[src/ssx_pkg.sv]
// Package of the skip, swap, table-read and exclusive-OR execution block.
// Assumes one 40 MHz clock and a single AHB-Lite master for the register port.
package ssx_pkg;
  localparam int DATA_W = 8;
  localparam int NIB_W = 4;
  localparam int ROM_W = 14;
  localparam int HI_W = ROM_W - DATA_W;
  localparam int PAGE_W = 3;
  localparam int ROM_AW = PAGE_W + DATA_W;
  localparam int BIT_W = 3;
  localparam int FLAGS_W = 6;
  localparam logic [PAGE_W-1:0] LAST_PAGE = 3'h7;

  // Flag positions inside the flag register
  localparam int FLG_C = 0;
  localparam int FLG_HC = 1;
  localparam int FLG_Z = 2;
  localparam int FLG_SOV = 3;
  localparam int FLG_PWD = 4;
  localparam int FLG_WDT = 5;

  // Status register bits
  localparam int STAT_BUSY = 0;
  localparam int STAT_SKIP = 1;

  // Register byte offsets
  localparam int OFS_W = 8;
  localparam logic [OFS_W-1:0] OFS_ACC = 8'h00;
  localparam logic [OFS_W-1:0] OFS_FLAGS = 8'h04;
  localparam logic [OFS_W-1:0] OFS_TP = 8'h08;
  localparam logic [OFS_W-1:0] OFS_THL = 8'h0c;
  localparam logic [OFS_W-1:0] OFS_STAT = 8'h10;

  // Reset values
  localparam logic [DATA_W-1:0] ACC_RST = 8'h00;
  localparam logic [FLAGS_W-1:0] FLAGS_RST = 6'h00;
  localparam logic [DATA_W-1:0] TP_RST = 8'h00;
  localparam logic [HI_W-1:0] THL_RST = 6'h00;

  // AHB constants
  localparam int HTRANS_ACT = 1;
  localparam logic [1:0] HTRANS_NONSEQ = 2'h2;

  typedef enum logic [3:0] {
    OP_NOP = 4'b0000,
    OP_NIBX = 4'b0001,
    OP_ZBYTE = 4'b0010,
    OP_CPZ = 4'b0011,
    OP_SZBIT = 4'b0100,
    OP_TRDC = 4'b0101,
    OP_TRDL = 4'b0110,
    OP_XORA = 4'b0111,
    OP_XMEM = 4'b1000,
    OP_XORI = 4'b1001
  } ssx_op_e;

  typedef enum logic [1:0] {
    ST_EXEC = 2'b00,
    ST_DUMMY = 2'b01,
    ST_TABLE = 2'b10
  } ssx_state_e;

  // True when a byte is all zeros
  function automatic logic is_null(input logic [DATA_W-1:0] v);
    return v == '0;
  endfunction
endpackage

[src/ssx_alu_if.sv]
// Interface between the execution core and its combinational operator.
// Assumes both ends sit in the same clock domain; it carries no timing.
`timescale 1ns/1ps
`default_nettype none
interface ssx_alu_if;
  import ssx_pkg::*;
  ssx_op_e op;
  logic [DATA_W-1:0] acc;
  logic [DATA_W-1:0] mem;
  logic [DATA_W-1:0] literal;
  logic [BIT_W-1:0] bit_sel;
  logic [DATA_W-1:0] result;
  logic zero;
  logic skip;
  logic acc_we;
  logic mem_we;
  logic z_we;
  modport core (output op, acc, mem, literal, bit_sel, input result, zero, skip, acc_we, mem_we, z_we);
  modport alu (input op, acc, mem, literal, bit_sel, output result, zero, skip, acc_we, mem_we, z_we);
endinterface
`default_nettype wire

[src/ssx_alu.sv]
// Combinational operator: swap, skip tests and the three exclusive-OR forms.
// Assumes operands are stable for the whole execute cycle.
`timescale 1ns/1ps
`default_nettype none
module ssx_alu
  import ssx_pkg::*;
(
  // Operand and result bundle
  ssx_alu_if.alu a
);
  // Decode and compute; table reads need no operator work
  always_comb begin
    a.result = a.mem;
    a.skip = 1'b0;
    a.acc_we = 1'b0;
    a.mem_we = 1'b0;
    a.z_we = 1'b0;
    case (a.op)
      OP_NIBX: begin
        a.result = {a.mem[NIB_W-1:0], a.mem[DATA_W-1:NIB_W]};
        a.acc_we = 1'b1;
      end
      OP_ZBYTE: begin
        a.skip = is_null(a.mem);
      end
      OP_CPZ: begin
        a.acc_we = 1'b1;
        a.skip = is_null(a.mem);
      end
      OP_SZBIT: begin
        a.skip = ~a.mem[a.bit_sel];
      end
      OP_XORA: begin
        a.result = a.acc ^ a.mem;
        a.acc_we = 1'b1;
        a.z_we = 1'b1;
      end
      OP_XMEM: begin
        a.result = a.acc ^ a.mem;
        a.mem_we = 1'b1;
        a.z_we = 1'b1;
      end
      OP_XORI: begin
        a.result = a.acc ^ a.literal;
        a.acc_we = 1'b1;
        a.z_we = 1'b1;
      end
      default: begin
        a.result = a.mem;
      end
    endcase
  end

  // Zero test on the 8-bit result
  assign a.zero = is_null(a.result);
endmodule
`default_nettype wire

[src/ssx_exec.sv]
// Execution core for swap, skip, table read and exclusive-OR instructions.
// Assumes the fetch pipeline presents the addressed data byte with the opcode,
// and program memory answers combinationally to the registered address.
// Operation
// - Swap memory nibbles into accumulator, flags kept
// - Zero byte: discard prefetch, dummy cycle
// - Copy byte to accumulator; skip when zero
// - Selected bit clear: discard prefetch, dummy cycle
// - Current-page table read: low byte, high latch
// - Last-page table read: low byte, high latch
// - Accumulator xor memory into accumulator, Z only
// - Accumulator xor memory into memory, Z only
// - Accumulator xor literal into accumulator, Z only
//
// The AHB-Lite interface to the registers and the placing of the registers were left to the implementer.
`timescale 1ns/1ps
`default_nettype none
module ssx_exec
  import ssx_pkg::*;
(
  // Clock and reset
  input wire logic hclk,
  input wire logic hresetn,
  // AHB-Lite slave
  input wire logic hsel,
  input wire logic [31:0] haddr,
  input wire logic [1:0] htrans,
  input wire logic hwrite,
  input wire logic [2:0] hsize,
  input wire logic [31:0] hwdata,
  input wire logic hready,
  output logic [31:0] hrdata,
  output logic hreadyout,
  output logic hresp,
  // Instruction issue from the fetch pipeline
  input wire logic instr_valid,
  input wire ssx_op_e instr_op,
  input wire logic [BIT_W-1:0] instr_bit,
  input wire logic [DATA_W-1:0] instr_literal,
  input wire logic [DATA_W-1:0] mem_rdata,
  input wire logic [PAGE_W-1:0] pc_page,
  output logic instr_ready,
  output logic discard_next,
  // Data memory write port
  output logic mem_we,
  output logic [DATA_W-1:0] mem_wdata,
  // Program memory read port
  output logic rom_re,
  output logic [ROM_AW-1:0] rom_addr,
  input wire logic [ROM_W-1:0] rom_rdata,
  // Architectural state
  output logic [DATA_W-1:0] accumulator,
  output logic [FLAGS_W-1:0] flags,
  output logic [HI_W-1:0] table_high_latch
);
  ssx_state_e state_reg, state_next;
  logic [DATA_W-1:0] acc_reg, table_pointer_reg;
  logic [FLAGS_W-1:0] flags_reg;
  logic [HI_W-1:0] thl_reg;
  logic ready_reg, discard_reg, mem_we_reg, rom_re_reg, skip_seen_reg;
  logic [DATA_W-1:0] mem_wdata_reg;
  logic [ROM_AW-1:0] rom_addr_reg;
  logic wr_pend_reg, rd_pend_reg, hready_reg;
  logic [OFS_W-1:0] bus_ofs_reg;
  logic [31:0] hrdata_reg;
  logic taken, tbl_op, bus_start, bus_wr_acc, bus_wr_flags, bus_wr_tp;
  ssx_alu_if alu_bus ();

  ssx_alu u_alu (
    .a(alu_bus)
  );

  // Operands go straight to the operator
  assign alu_bus.op = instr_op;
  assign alu_bus.acc = acc_reg;
  assign alu_bus.mem = mem_rdata;
  assign alu_bus.literal = instr_literal;
  assign alu_bus.bit_sel = instr_bit;

  assign taken = instr_valid && ready_reg;
  assign tbl_op = (instr_op == OP_TRDC) || (instr_op == OP_TRDL);

  // Next state: skips add one dummy cycle, table reads one fetch cycle
  always_comb begin
    state_next = state_reg;
    case (state_reg)
      ST_EXEC: begin
        if (taken && tbl_op) begin
          state_next = ST_TABLE;
        end else if (taken && alu_bus.skip) begin
          state_next = ST_DUMMY;
        end
      end
      ST_DUMMY: state_next = ST_EXEC;
      ST_TABLE: state_next = ST_EXEC;
      default: state_next = ST_EXEC;
    endcase
  end

  // Sequencer and issue handshake
  always_ff @(posedge hclk or negedge hresetn) begin
    if (!hresetn) begin
      state_reg <= ST_EXEC;
      ready_reg <= 1'b0;
      discard_reg <= 1'b0;
      skip_seen_reg <= 1'b0;
    end else begin
      state_reg <= state_next;
      ready_reg <= (state_next == ST_EXEC);
      discard_reg <= taken && !tbl_op && alu_bus.skip;
      if (taken && !tbl_op) begin
        skip_seen_reg <= alu_bus.skip;
      end
    end
  end

  // Program memory address; the page is latched with the table pointer
  always_ff @(posedge hclk or negedge hresetn) begin
    if (!hresetn) begin
      rom_addr_reg <= '0;
      rom_re_reg <= 1'b0;
    end else begin
      rom_re_reg <= taken && tbl_op;
      if (taken && instr_op == OP_TRDC) begin
        rom_addr_reg <= {pc_page, table_pointer_reg};
      end else if (taken && instr_op == OP_TRDL) begin
        rom_addr_reg <= {LAST_PAGE, table_pointer_reg};
      end
    end
  end

  // Data memory write: operator result or table low byte
  always_ff @(posedge hclk or negedge hresetn) begin
    if (!hresetn) begin
      mem_we_reg <= 1'b0;
      mem_wdata_reg <= '0;
    end else begin
      mem_we_reg <= (taken && alu_bus.mem_we) || (state_reg == ST_TABLE);
      if (state_reg == ST_TABLE) begin
        mem_wdata_reg <= rom_rdata[DATA_W-1:0];
      end else if (taken && alu_bus.mem_we) begin
        mem_wdata_reg <= alu_bus.result;
      end
    end
  end

  // Table high latch takes the upper bits of the fetched word
  always_ff @(posedge hclk or negedge hresetn) begin
    if (!hresetn) begin
      thl_reg <= THL_RST;
    end else if (state_reg == ST_TABLE) begin
      thl_reg <= rom_rdata[ROM_W-1:DATA_W];
    end
  end

  // Accumulator; the instruction beats a bus write in the same cycle
  always_ff @(posedge hclk or negedge hresetn) begin
    if (!hresetn) begin
      acc_reg <= ACC_RST;
    end else if (taken && alu_bus.acc_we) begin
      acc_reg <= alu_bus.result;
    end else if (bus_wr_acc) begin
      acc_reg <= hwdata[DATA_W-1:0];
    end
  end

  // Flags: only Z moves under these instructions, the rest stay put
  always_ff @(posedge hclk or negedge hresetn) begin
    if (!hresetn) begin
      flags_reg <= FLAGS_RST;
    end else if (taken && alu_bus.z_we) begin
      flags_reg[FLG_Z] <= alu_bus.zero;
    end else if (bus_wr_flags) begin
      flags_reg <= hwdata[FLAGS_W-1:0];
    end
  end

  // Table pointer is loaded by software only
  always_ff @(posedge hclk or negedge hresetn) begin
    if (!hresetn) begin
      table_pointer_reg <= TP_RST;
    end else if (bus_wr_tp) begin
      table_pointer_reg <= hwdata[DATA_W-1:0];
    end
  end

  // Bus address phase; reads take one wait state so hrdata can be registered
  assign bus_start = hsel && htrans[HTRANS_ACT] && hready;
  assign bus_wr_acc = wr_pend_reg && bus_ofs_reg == OFS_ACC;
  assign bus_wr_flags = wr_pend_reg && bus_ofs_reg == OFS_FLAGS;
  assign bus_wr_tp = wr_pend_reg && bus_ofs_reg == OFS_TP;

  always_ff @(posedge hclk or negedge hresetn) begin
    if (!hresetn) begin
      wr_pend_reg <= 1'b0;
      rd_pend_reg <= 1'b0;
      bus_ofs_reg <= '0;
      hready_reg <= 1'b1;
      hrdata_reg <= '0;
    end else begin
      wr_pend_reg <= bus_start && hwrite;
      rd_pend_reg <= bus_start && !hwrite;
      hready_reg <= !(bus_start && !hwrite);
      if (bus_start) begin
        bus_ofs_reg <= haddr[OFS_W-1:0];
      end
      if (rd_pend_reg) begin
        case (bus_ofs_reg)
          OFS_ACC: hrdata_reg <= {24'h000000, acc_reg};
          OFS_FLAGS: hrdata_reg <= {26'h0000000, flags_reg};
          OFS_TP: hrdata_reg <= {24'h000000, table_pointer_reg};
          OFS_THL: hrdata_reg <= {26'h0000000, thl_reg};
          OFS_STAT: hrdata_reg <= {30'h00000000, skip_seen_reg, state_reg != ST_EXEC};
          default: hrdata_reg <= 32'h00000000; // Unmapped reads as zero
        endcase
      end
    end
  end

  // Outputs straight from flops; hresp tied low
  assign hrdata = hrdata_reg;
  assign hreadyout = hready_reg;
  assign hresp = 1'b0;
  assign instr_ready = ready_reg;
  assign discard_next = discard_reg;
  assign mem_we = mem_we_reg;
  assign mem_wdata = mem_wdata_reg;
  assign rom_re = rom_re_reg;
  assign rom_addr = rom_addr_reg;
  assign accumulator = acc_reg;
  assign flags = flags_reg;
  assign table_high_latch = thl_reg;
endmodule
`default_nettype wire

[config.mk]
export PLATFORM = sky130hd
export DESIGN_NAME = ssx_exec
export DESIGN_NICKNAME = d
export VERILOG_FILES = /design/src/ssx_pkg.sv /design/src/ssx_alu_if.sv /design/src/ssx_alu.sv /design/src/ssx_exec.sv
export SDC_FILE = /design/constraint.sdc
export NUM_CORES = 1
export LEC_CHECK = 0
export ABC_AREA = 1
export BUFFER_PORTS_ARGS = -buffer_cell sky130_fd_sc_hd__buf_4
export CAP_MARGIN = 20
export CORE_MARGIN = 10
export CORE_UTILIZATION = 38
export DETAILED_ROUTE_END_ITERATION = 7
export MAX_ROUTING_LAYER = met4
export PLACE_DENSITY = 0.72
export SLEW_MARGIN = 5
export SYNTH_ARGS = -nofsm -noshare
export SYNTH_HDL_FRONTEND = slang
export SYNTH_SLANG_ARGS = --single-unit
[constraint.sdc]
create_clock -name hclk -period 1.4 [get_ports hclk]
set_input_delay 0.21 -clock hclk [delete_from_list [all_inputs] [get_ports hclk]]
set_output_delay 0.21 -clock hclk [all_outputs]
set_load 0.01 [all_outputs]
; Yosys cells after proc, flatten, opt, wreduce, memory -nomap -nowiden
; Cells that the tools add are included.
[op_classes]
n_reduce_logical = 37
magnitude_cmp = 1
eq_ne = 14
muxes = 19
bitwise_logic = 4
[op_table]
columns = op, n
row1 = one-hot mux 8 bit (5 select lines), 1
row2 = two-way mux 8 bit, 4
row3 = zero test 8 bit, 3
row4 = one-hot mux 8 bit (3 select lines), 1
row5 = two-way mux 11 bit, 2
row6 = logical AND 1 bit, 17
row7 = equality test 4 x 3 -> 1 bit (second input constant), 4
row8 = equality test 8 x 4 -> 1 bit (second input constant), 2
row9 = bitwise XOR 8 bit, 2
row10 = nonzero test 2 bit, 5
row11 = equality test 4 x 2 -> 1 bit (second input constant), 2
row12 = equality test 4 bit (second input constant), 2
row13 = equality test 8 x 3 -> 1 bit (second input constant), 1
row14 = equality test 8 x 5 -> 1 bit (second input constant), 1
row15 = two-way mux 2 bit, 3
row16 = two-way mux 1 bit, 5
row17 = equality test 4 x 1 -> 1 bit (second input constant), 1
row18 = zero test 2 bit, 2
row19 = < comparator 3 x 4 -> 1 bit (second input constant), 1
row20 = OR reduction 2 bit, 2
row21 = OR reduction 4 bit, 1
row22 = binary-select mux 1 bit (select 3 bit), 1
row23 = zero test 1 bit, 3
row24 = two-way mux 3 bit, 1
row25 = other kinds (6), 8
[totals]
reg_bits = 97
inputBits = 115
out_inout_bits = 77
elab_cells = 93

; Logic depth before layout (Yosys ltp)
[depth]
word_depth = 9
mapped_depth = 14
depth_no_buf = 13

; By module
; Synthesis repeated with hierarchy kept, for this count alone.
[hier_totals]
cells_unflattened = 539
hier_area_um2 = 4212.8
[by_module_without_submodules]
columns = module, area_each_um2, cells_per_inst, seq_area_each_um2, instances
row1 = ssx_exec, 3570.9, 400, 1828.0, 1
row2 = ssx_alu, 641.9, 139, 0.0, 1

; Least setup slack after synthesis
; No wires, ideal clock.
[synth_timing]
path_type = flip-flop to flip-flop
startpoint = register bus_ofs_reg[5]
endpoint = register table_pointer_reg[4]
required_time_ps = 1268
arrival_time_ps = 1355
synth_period_minus_slack_ps = 1486
path_buffers = 1
path_slack_ps = -86
setup_ps = 132
stages_incl_launch_ff = 10
cell_sequence = dfrtp_1 -> nor2_1 -> nand2_1 -> nor2_1 -> nand2_1 -> inv_1 -> nand2_1 -> clkbuf_1 -> nand2_1 -> o21ai_0
[synth_via]
elab_chain_cells = 2
[synth_lines]
columns = item, line
row1 = start: declaration, ssx_exec.sv:64  ; logic [OFS_W-1:0] bus_ofs_reg;
row2 = start signal: assignment, ssx_exec.sv:205  ; bus_ofs_reg <= haddr[OFS_W-1:0];
row3 = equality test 8 x 4 -> 1 bit, ssx_exec.sv:191  ; assign bus_wr_tp = wr_pend_reg && bus_ofs_reg == OFS_TP;
row4 = logical AND 1 bit, ssx_exec.sv:191
row5 = end signal: assignment, ssx_exec.sv:183  ; table_pointer_reg <= hwdata[DATA_W-1:0];
row6 = end: declaration, ssx_exec.sv:57  ; logic [DATA_W-1:0] acc_reg, table_pointer_reg;
; Every way passes these cells.
; A chain may end at the register's enable or synchronous reset.

; Worst setup path after layout
[layout_timing]
startpoint = register bus_ofs_reg[7]
endpoint = register acc_reg[5] (netlist: accumulator[5])
[layout_via]
elab_chain_cells = 3
[layout_lines]
columns = item, line
row1 = zero test 8 bit, ssx_exec.sv:189  ; assign bus_wr_acc = wr_pend_reg && bus_ofs_reg == OFS_ACC;
row2 = logical AND 1 bit, ssx_exec.sv:189
row3 = nonzero test 2 bit (no line), --
row4 = end signal: assignment, ssx_exec.sv:161  ; acc_reg <= alu_bus.result;
row5 = end signal: assignment, ssx_exec.sv:163  ; acc_reg <= hwdata[DATA_W-1:0];
row6 = end: declaration, ssx_exec.sv:57
; Every way passes these cells.

==> flow_results.org <==
** Cells and area
- At the end of the flow, the number of nets in the layout was 790.
- Leaving out fill and tap cells, the most frequent cell in the layout is sky130_fd_sc_hd__buf_4.
- Most frequent cells in the layout :: sky130_fd_sc_hd__buf_4, sky130_fd_sc_hd__nand2_1, sky130_fd_sc_hd__dfrtp_1, sky130_fd_sc_hd__inv_1, sky130_fd_sc_hd__nor2_1
- Compared with the post-synthesis result, the final layout area differs by 44.3%.
- Once layout is complete, the utilization of the core stands at 56.6%.
- # fillers :: 916
- ANT cells :: 0
- Fraction of final layout cells sized beyond drive strength 1 :: between 30% and 40%
- The register with the most flip-flops in the layout has 11 of them.
- Cell area after layout :: around 0.0056 mm2

** Detailed routing
- Summed over all nets, wire length on met2 after detailed routing comes to 6090 um.
- Initial DRC Count :: 295
- Max layer used :: met4
- Met1 Routed Length :: 5370 um
- Wirelength, routed :: 12700 um
- Average routed wire per standard cell :: 15.6 um
- Met3 Routed Length :: 849 um
- For this run, design rule violations remaining after detail routing come to 0.
- Via count :: ~3900
- Once detail routing completed, the nets flagged for antenna violations numbered 0.
- For this run, the detailed router's first-pass iteration total came to 4.
- Vias per cell :: 4.75

** Synthesis
- The number of different library cells used by synthesis comes to 31.
- After technology mapping, the gate count stands at 500.
- The synthesized design contains 73 register bits.
- The average instance in the mapped netlist occupies 7.74 um2.
- For this run, asynchronously set or reset flops after synthesis account for 100%.
- YS warnings :: 0
- Counting flops with a built-in enable in the synthesized netlist gives 0.
- In this run the cell area of the synthesized design comes to 0.00387 mm2.
- The most used flip-flop cell after synthesis is sky130_fd_sc_hd__dfrtp_1.
- For this run, the register share of the synthesized area comes to 47.2%.

** Setup path
- The worst setup path is of the reg2reg kind.
- In this design, the stage delay of the slowest critical-path cell is 0.39 ns.
- Startpoint type of the worst setup path :: register
- Crit path buf inv count :: 1
- The worst setup path is captured at a register.
- Arrival time of data at the critical path endpoint :: ~1.8 ns
- Cell at the slowest stage of the critical path :: sky130_fd_sc_hd__dfrtp_1
- In this design, the largest share of critical-path delay is due to simple AND/OR/NAND/NOR gates.
- Crit path max fanout :: 4
- List of cells traversed by the critical path :: nor2_2 -> nand2_2 -> nor2_4 -> inv_2 -> nor2_4 -> nand2_4 -> o21ai_0 -> o21ai_1 -> o21ai_1
- STA puts the critical path data required time at 1.67 ns.

** Power and ir drop
- Sw frac :: a little under a third
- In this run, the clock network consumes 28.5% of the power.
- Worst VDD drop :: 0.503 mV
- Total internal power :: 4.09 mW
- Share of total power in combinational logic :: between 20% and 30%
- Per report_power, the sequential group accounts for 44.3% of the total.
- Leakage power figure :: 3.00 nW
- After layout, the design draws a total of approximately 5.9 mW.
- For this design the ratio of total power to cell area is 1050 mW/mm2.
- In this run the power spent charging and discharging nets is 1.78 mW.

** Clocking
- CTS sink count :: 73
- Worst-skew pair later-pin latency :: 0.35 ns
- CTS Buffer Depth :: 2
- Clock tree synthesis selected as its root buffer the cell sky130_fd_sc_hd__clkbuf_8.
- Worst-path clk slew :: ~0.08 ns
- Buffers inserted during clock tree synthesis total 9.
- TritonCTS built the clock tree.
- Maximum level of the CTS H-tree :: 3

** Status
- The final reports fail on negative setup slack.
- The run finished, with violations left.

** Placement
- At the placement stage, the worst setup path has a slack of -0.190 ns.
- Post-place instance area :: 0.00520 mm2
- Input and output buffers added on the ports amount to 114.
- At the end of routability-driven placement, the weighted congestion stood at 0.916.
- Total half-perimeter wirelength after legalization and detailed placement :: between 10000 and 15000 um

** Worst hold path
- In this run the worst hold path is classified as in2reg.

** GRT
- The number of global-route vias before repair was 3960.
- Across every metal layer, demand over resource in global routing totals 17.6%.
- Wire length of the first global-routing pass :: ~20000 um
- Initial antenna violation count :: 0
- After global routing the overflow that remains totals 0.
- Entering global routing, the biggest net connects 36 pins.

** Timing
- The final-report max-slew violation count was 0.
- Counting I/O delays and the setup requirement, the final critical path takes 1.48 ns.
- Setup repair after global routing could not meet its margin everywhere.
- Final worst path period share :: 105%
- Final clock skew :: 0.0123 ns
- Based on the critical path, the design can be clocked at up to 677 MHz.
- Setup violators final :: 13
- Hold violation count in the final report :: 0
- Post-layout worst setup margin :: -0.0762 ns

** Floorplan
- In this run the core area contains 36 standard-cell rows.
- Die Y-Extent :: approximately 120 um
- Num ports :: 192
- The floorplan step defined a die boundary enclosing 0.0146 mm2.
- The core region is 0.00986 mm2.
- From left edge to right edge, the die measures 121 um.
- Initial standard-cell utilization of the core :: 39.2%

** Job
- Across the run, the number of max-cap violations was 0.
power by group through the flow:
stage | clock network, mW | registers, mW | logic [mW]
3_3_place_gp | 0 | 2.63 | 1.51
2_1_floorplan | 0 | 2.69 | 0.599
5_1_grt | 1.81 | 2.64 | 1.76
3_5_place_dp | 0 | 2.63 | 1.54
6_report | 1.67 | 2.60 | 1.60
4_1_cts | 1.71 | 2.60 | 1.59
metal layers:
| metal | global-route usage, % | vias up |
|---|---|---|
| met1 | 20.4 | 1783 |
| met3 | 4.75 | 29 |
| li1 | - | 1921 |
| met2 | 28.4 | 125 |
| met4 | 6.94 | 0 |
| met5 | - | - |
per-stage QoR:
step	instances	hold WS, ns	TNS [ns]
3_3_place_gp	793	0.165	-3.66
5_1_grt	813	0.0266	-3.30
3_5_place_dp	793	0.174	-4.31
6_report	813	0.0310	-0.606
4_1_cts	811	0.0197	-2.06
2_1_floorplan	524	-0.0856	0
worst reg2reg max path, cell delays in order (launching register included):
cell                      delay [ns]
sky130_fd_sc_hd__dfrtp_1        0.39
sky130_fd_sc_hd__nor2_2         0.12
sky130_fd_sc_hd__nand2_2        0.08
sky130_fd_sc_hd__nor2_4         0.14
sky130_fd_sc_hd__inv_2          0.06
sky130_fd_sc_hd__nor2_4         0.13
sky130_fd_sc_hd__nand2_4        0.11
sky130_fd_sc_hd__o21ai_0        0.19
sky130_fd_sc_hd__o21ai_1        0.09
sky130_fd_sc_hd__o21ai_1        0.08
layout make-up:
type                            count  area (um2)  area share, %
Multi-Input combinational cell    349        1790           32.1
Clock buffer                       13         159           2.84
Clock inverter                      3        40.0          0.717
Inverter                           68         255           4.57
Sequential cell                    73        1830           32.7
Timing Repair Buffer              174        1350           24.1
Tap cell                          133         166           2.98
timing repair:
| item | CTS | global route |
|---|---|---|
| setup endpoints to repair | 30 | 35 |
| hold buffers | 1 | 0 |
| pin swaps | 5 | 11 |
| resized for setup | 36 | 30 |
| buffers inserted | 1 | 2 |
| endpoints found under the hold margin | 28 | 0 |
worst paths after layout:
kind                                         endpoint  slack, ns                        from  cells after the start
max                        accumulator[5]$_DFFE_PN0P_      -0.08  bus_ofs_reg[7]$_DFFE_PN0P_                      9
min in group asynchronous  bus_ofs_reg[1]$_DFFE_PN0P_       0.33                     hresetn                      2
min                             rd_pend_reg$_DFF_PN0_       0.03                      hwrite                      2
max in group asynchronous     rom_addr[3]$_DFFE_PN0P_       0.53                     hresetn                      3
max reg2reg                accumulator[5]$_DFFE_PN0P_      -0.08  bus_ofs_reg[7]$_DFFE_PN0P_                      9
min reg2reg                   rom_addr[2]$_DFFE_PN0P_       0.49     rom_addr[2]$_DFFE_PN0P_                      2
kinds of logic after synthesis:
| logic type | count (synthesis) | share of synthesized area [%] |
|---|---|---|
| AOI/OAI and AO/OA | 100 | 14.4 |
| buffers and inverters | 102 | 12.6 |
| DFF | 73 | 47.2 |
| muxes | 7 | 2.04 |
| other | 1 | 0.0969 |
| and+or+nand+nor | 217 | 23.6 |
cell usage after synthesis (7+ instances only):
cell	n	area [um2]
sky130_fd_sc_hd__o22ai_1	9	56.3
sky130_fd_sc_hd__o211ai_1	8	60.1
sky130_fd_sc_hd__dfrtp_1	72	1800
sky130_fd_sc_hd__o21ai_1	15	75.1
sky130_fd_sc_hd__buf_4	26	195
sky130_fd_sc_hd__o21ai_0	38	190
sky130_fd_sc_hd__a21oi_1	22	110
sky130_fd_sc_hd__inv_2	8	30.0
sky130_fd_sc_hd__nand3_1	32	160
sky130_fd_sc_hd__nor2_1	44	165
sky130_fd_sc_hd__inv_1	59	221
sky130_fd_sc_hd__mux2_2	7	78.8
sky130_fd_sc_hd__nand2_1	120	450
No activity file was read; power rests on OpenSTA's default activity.
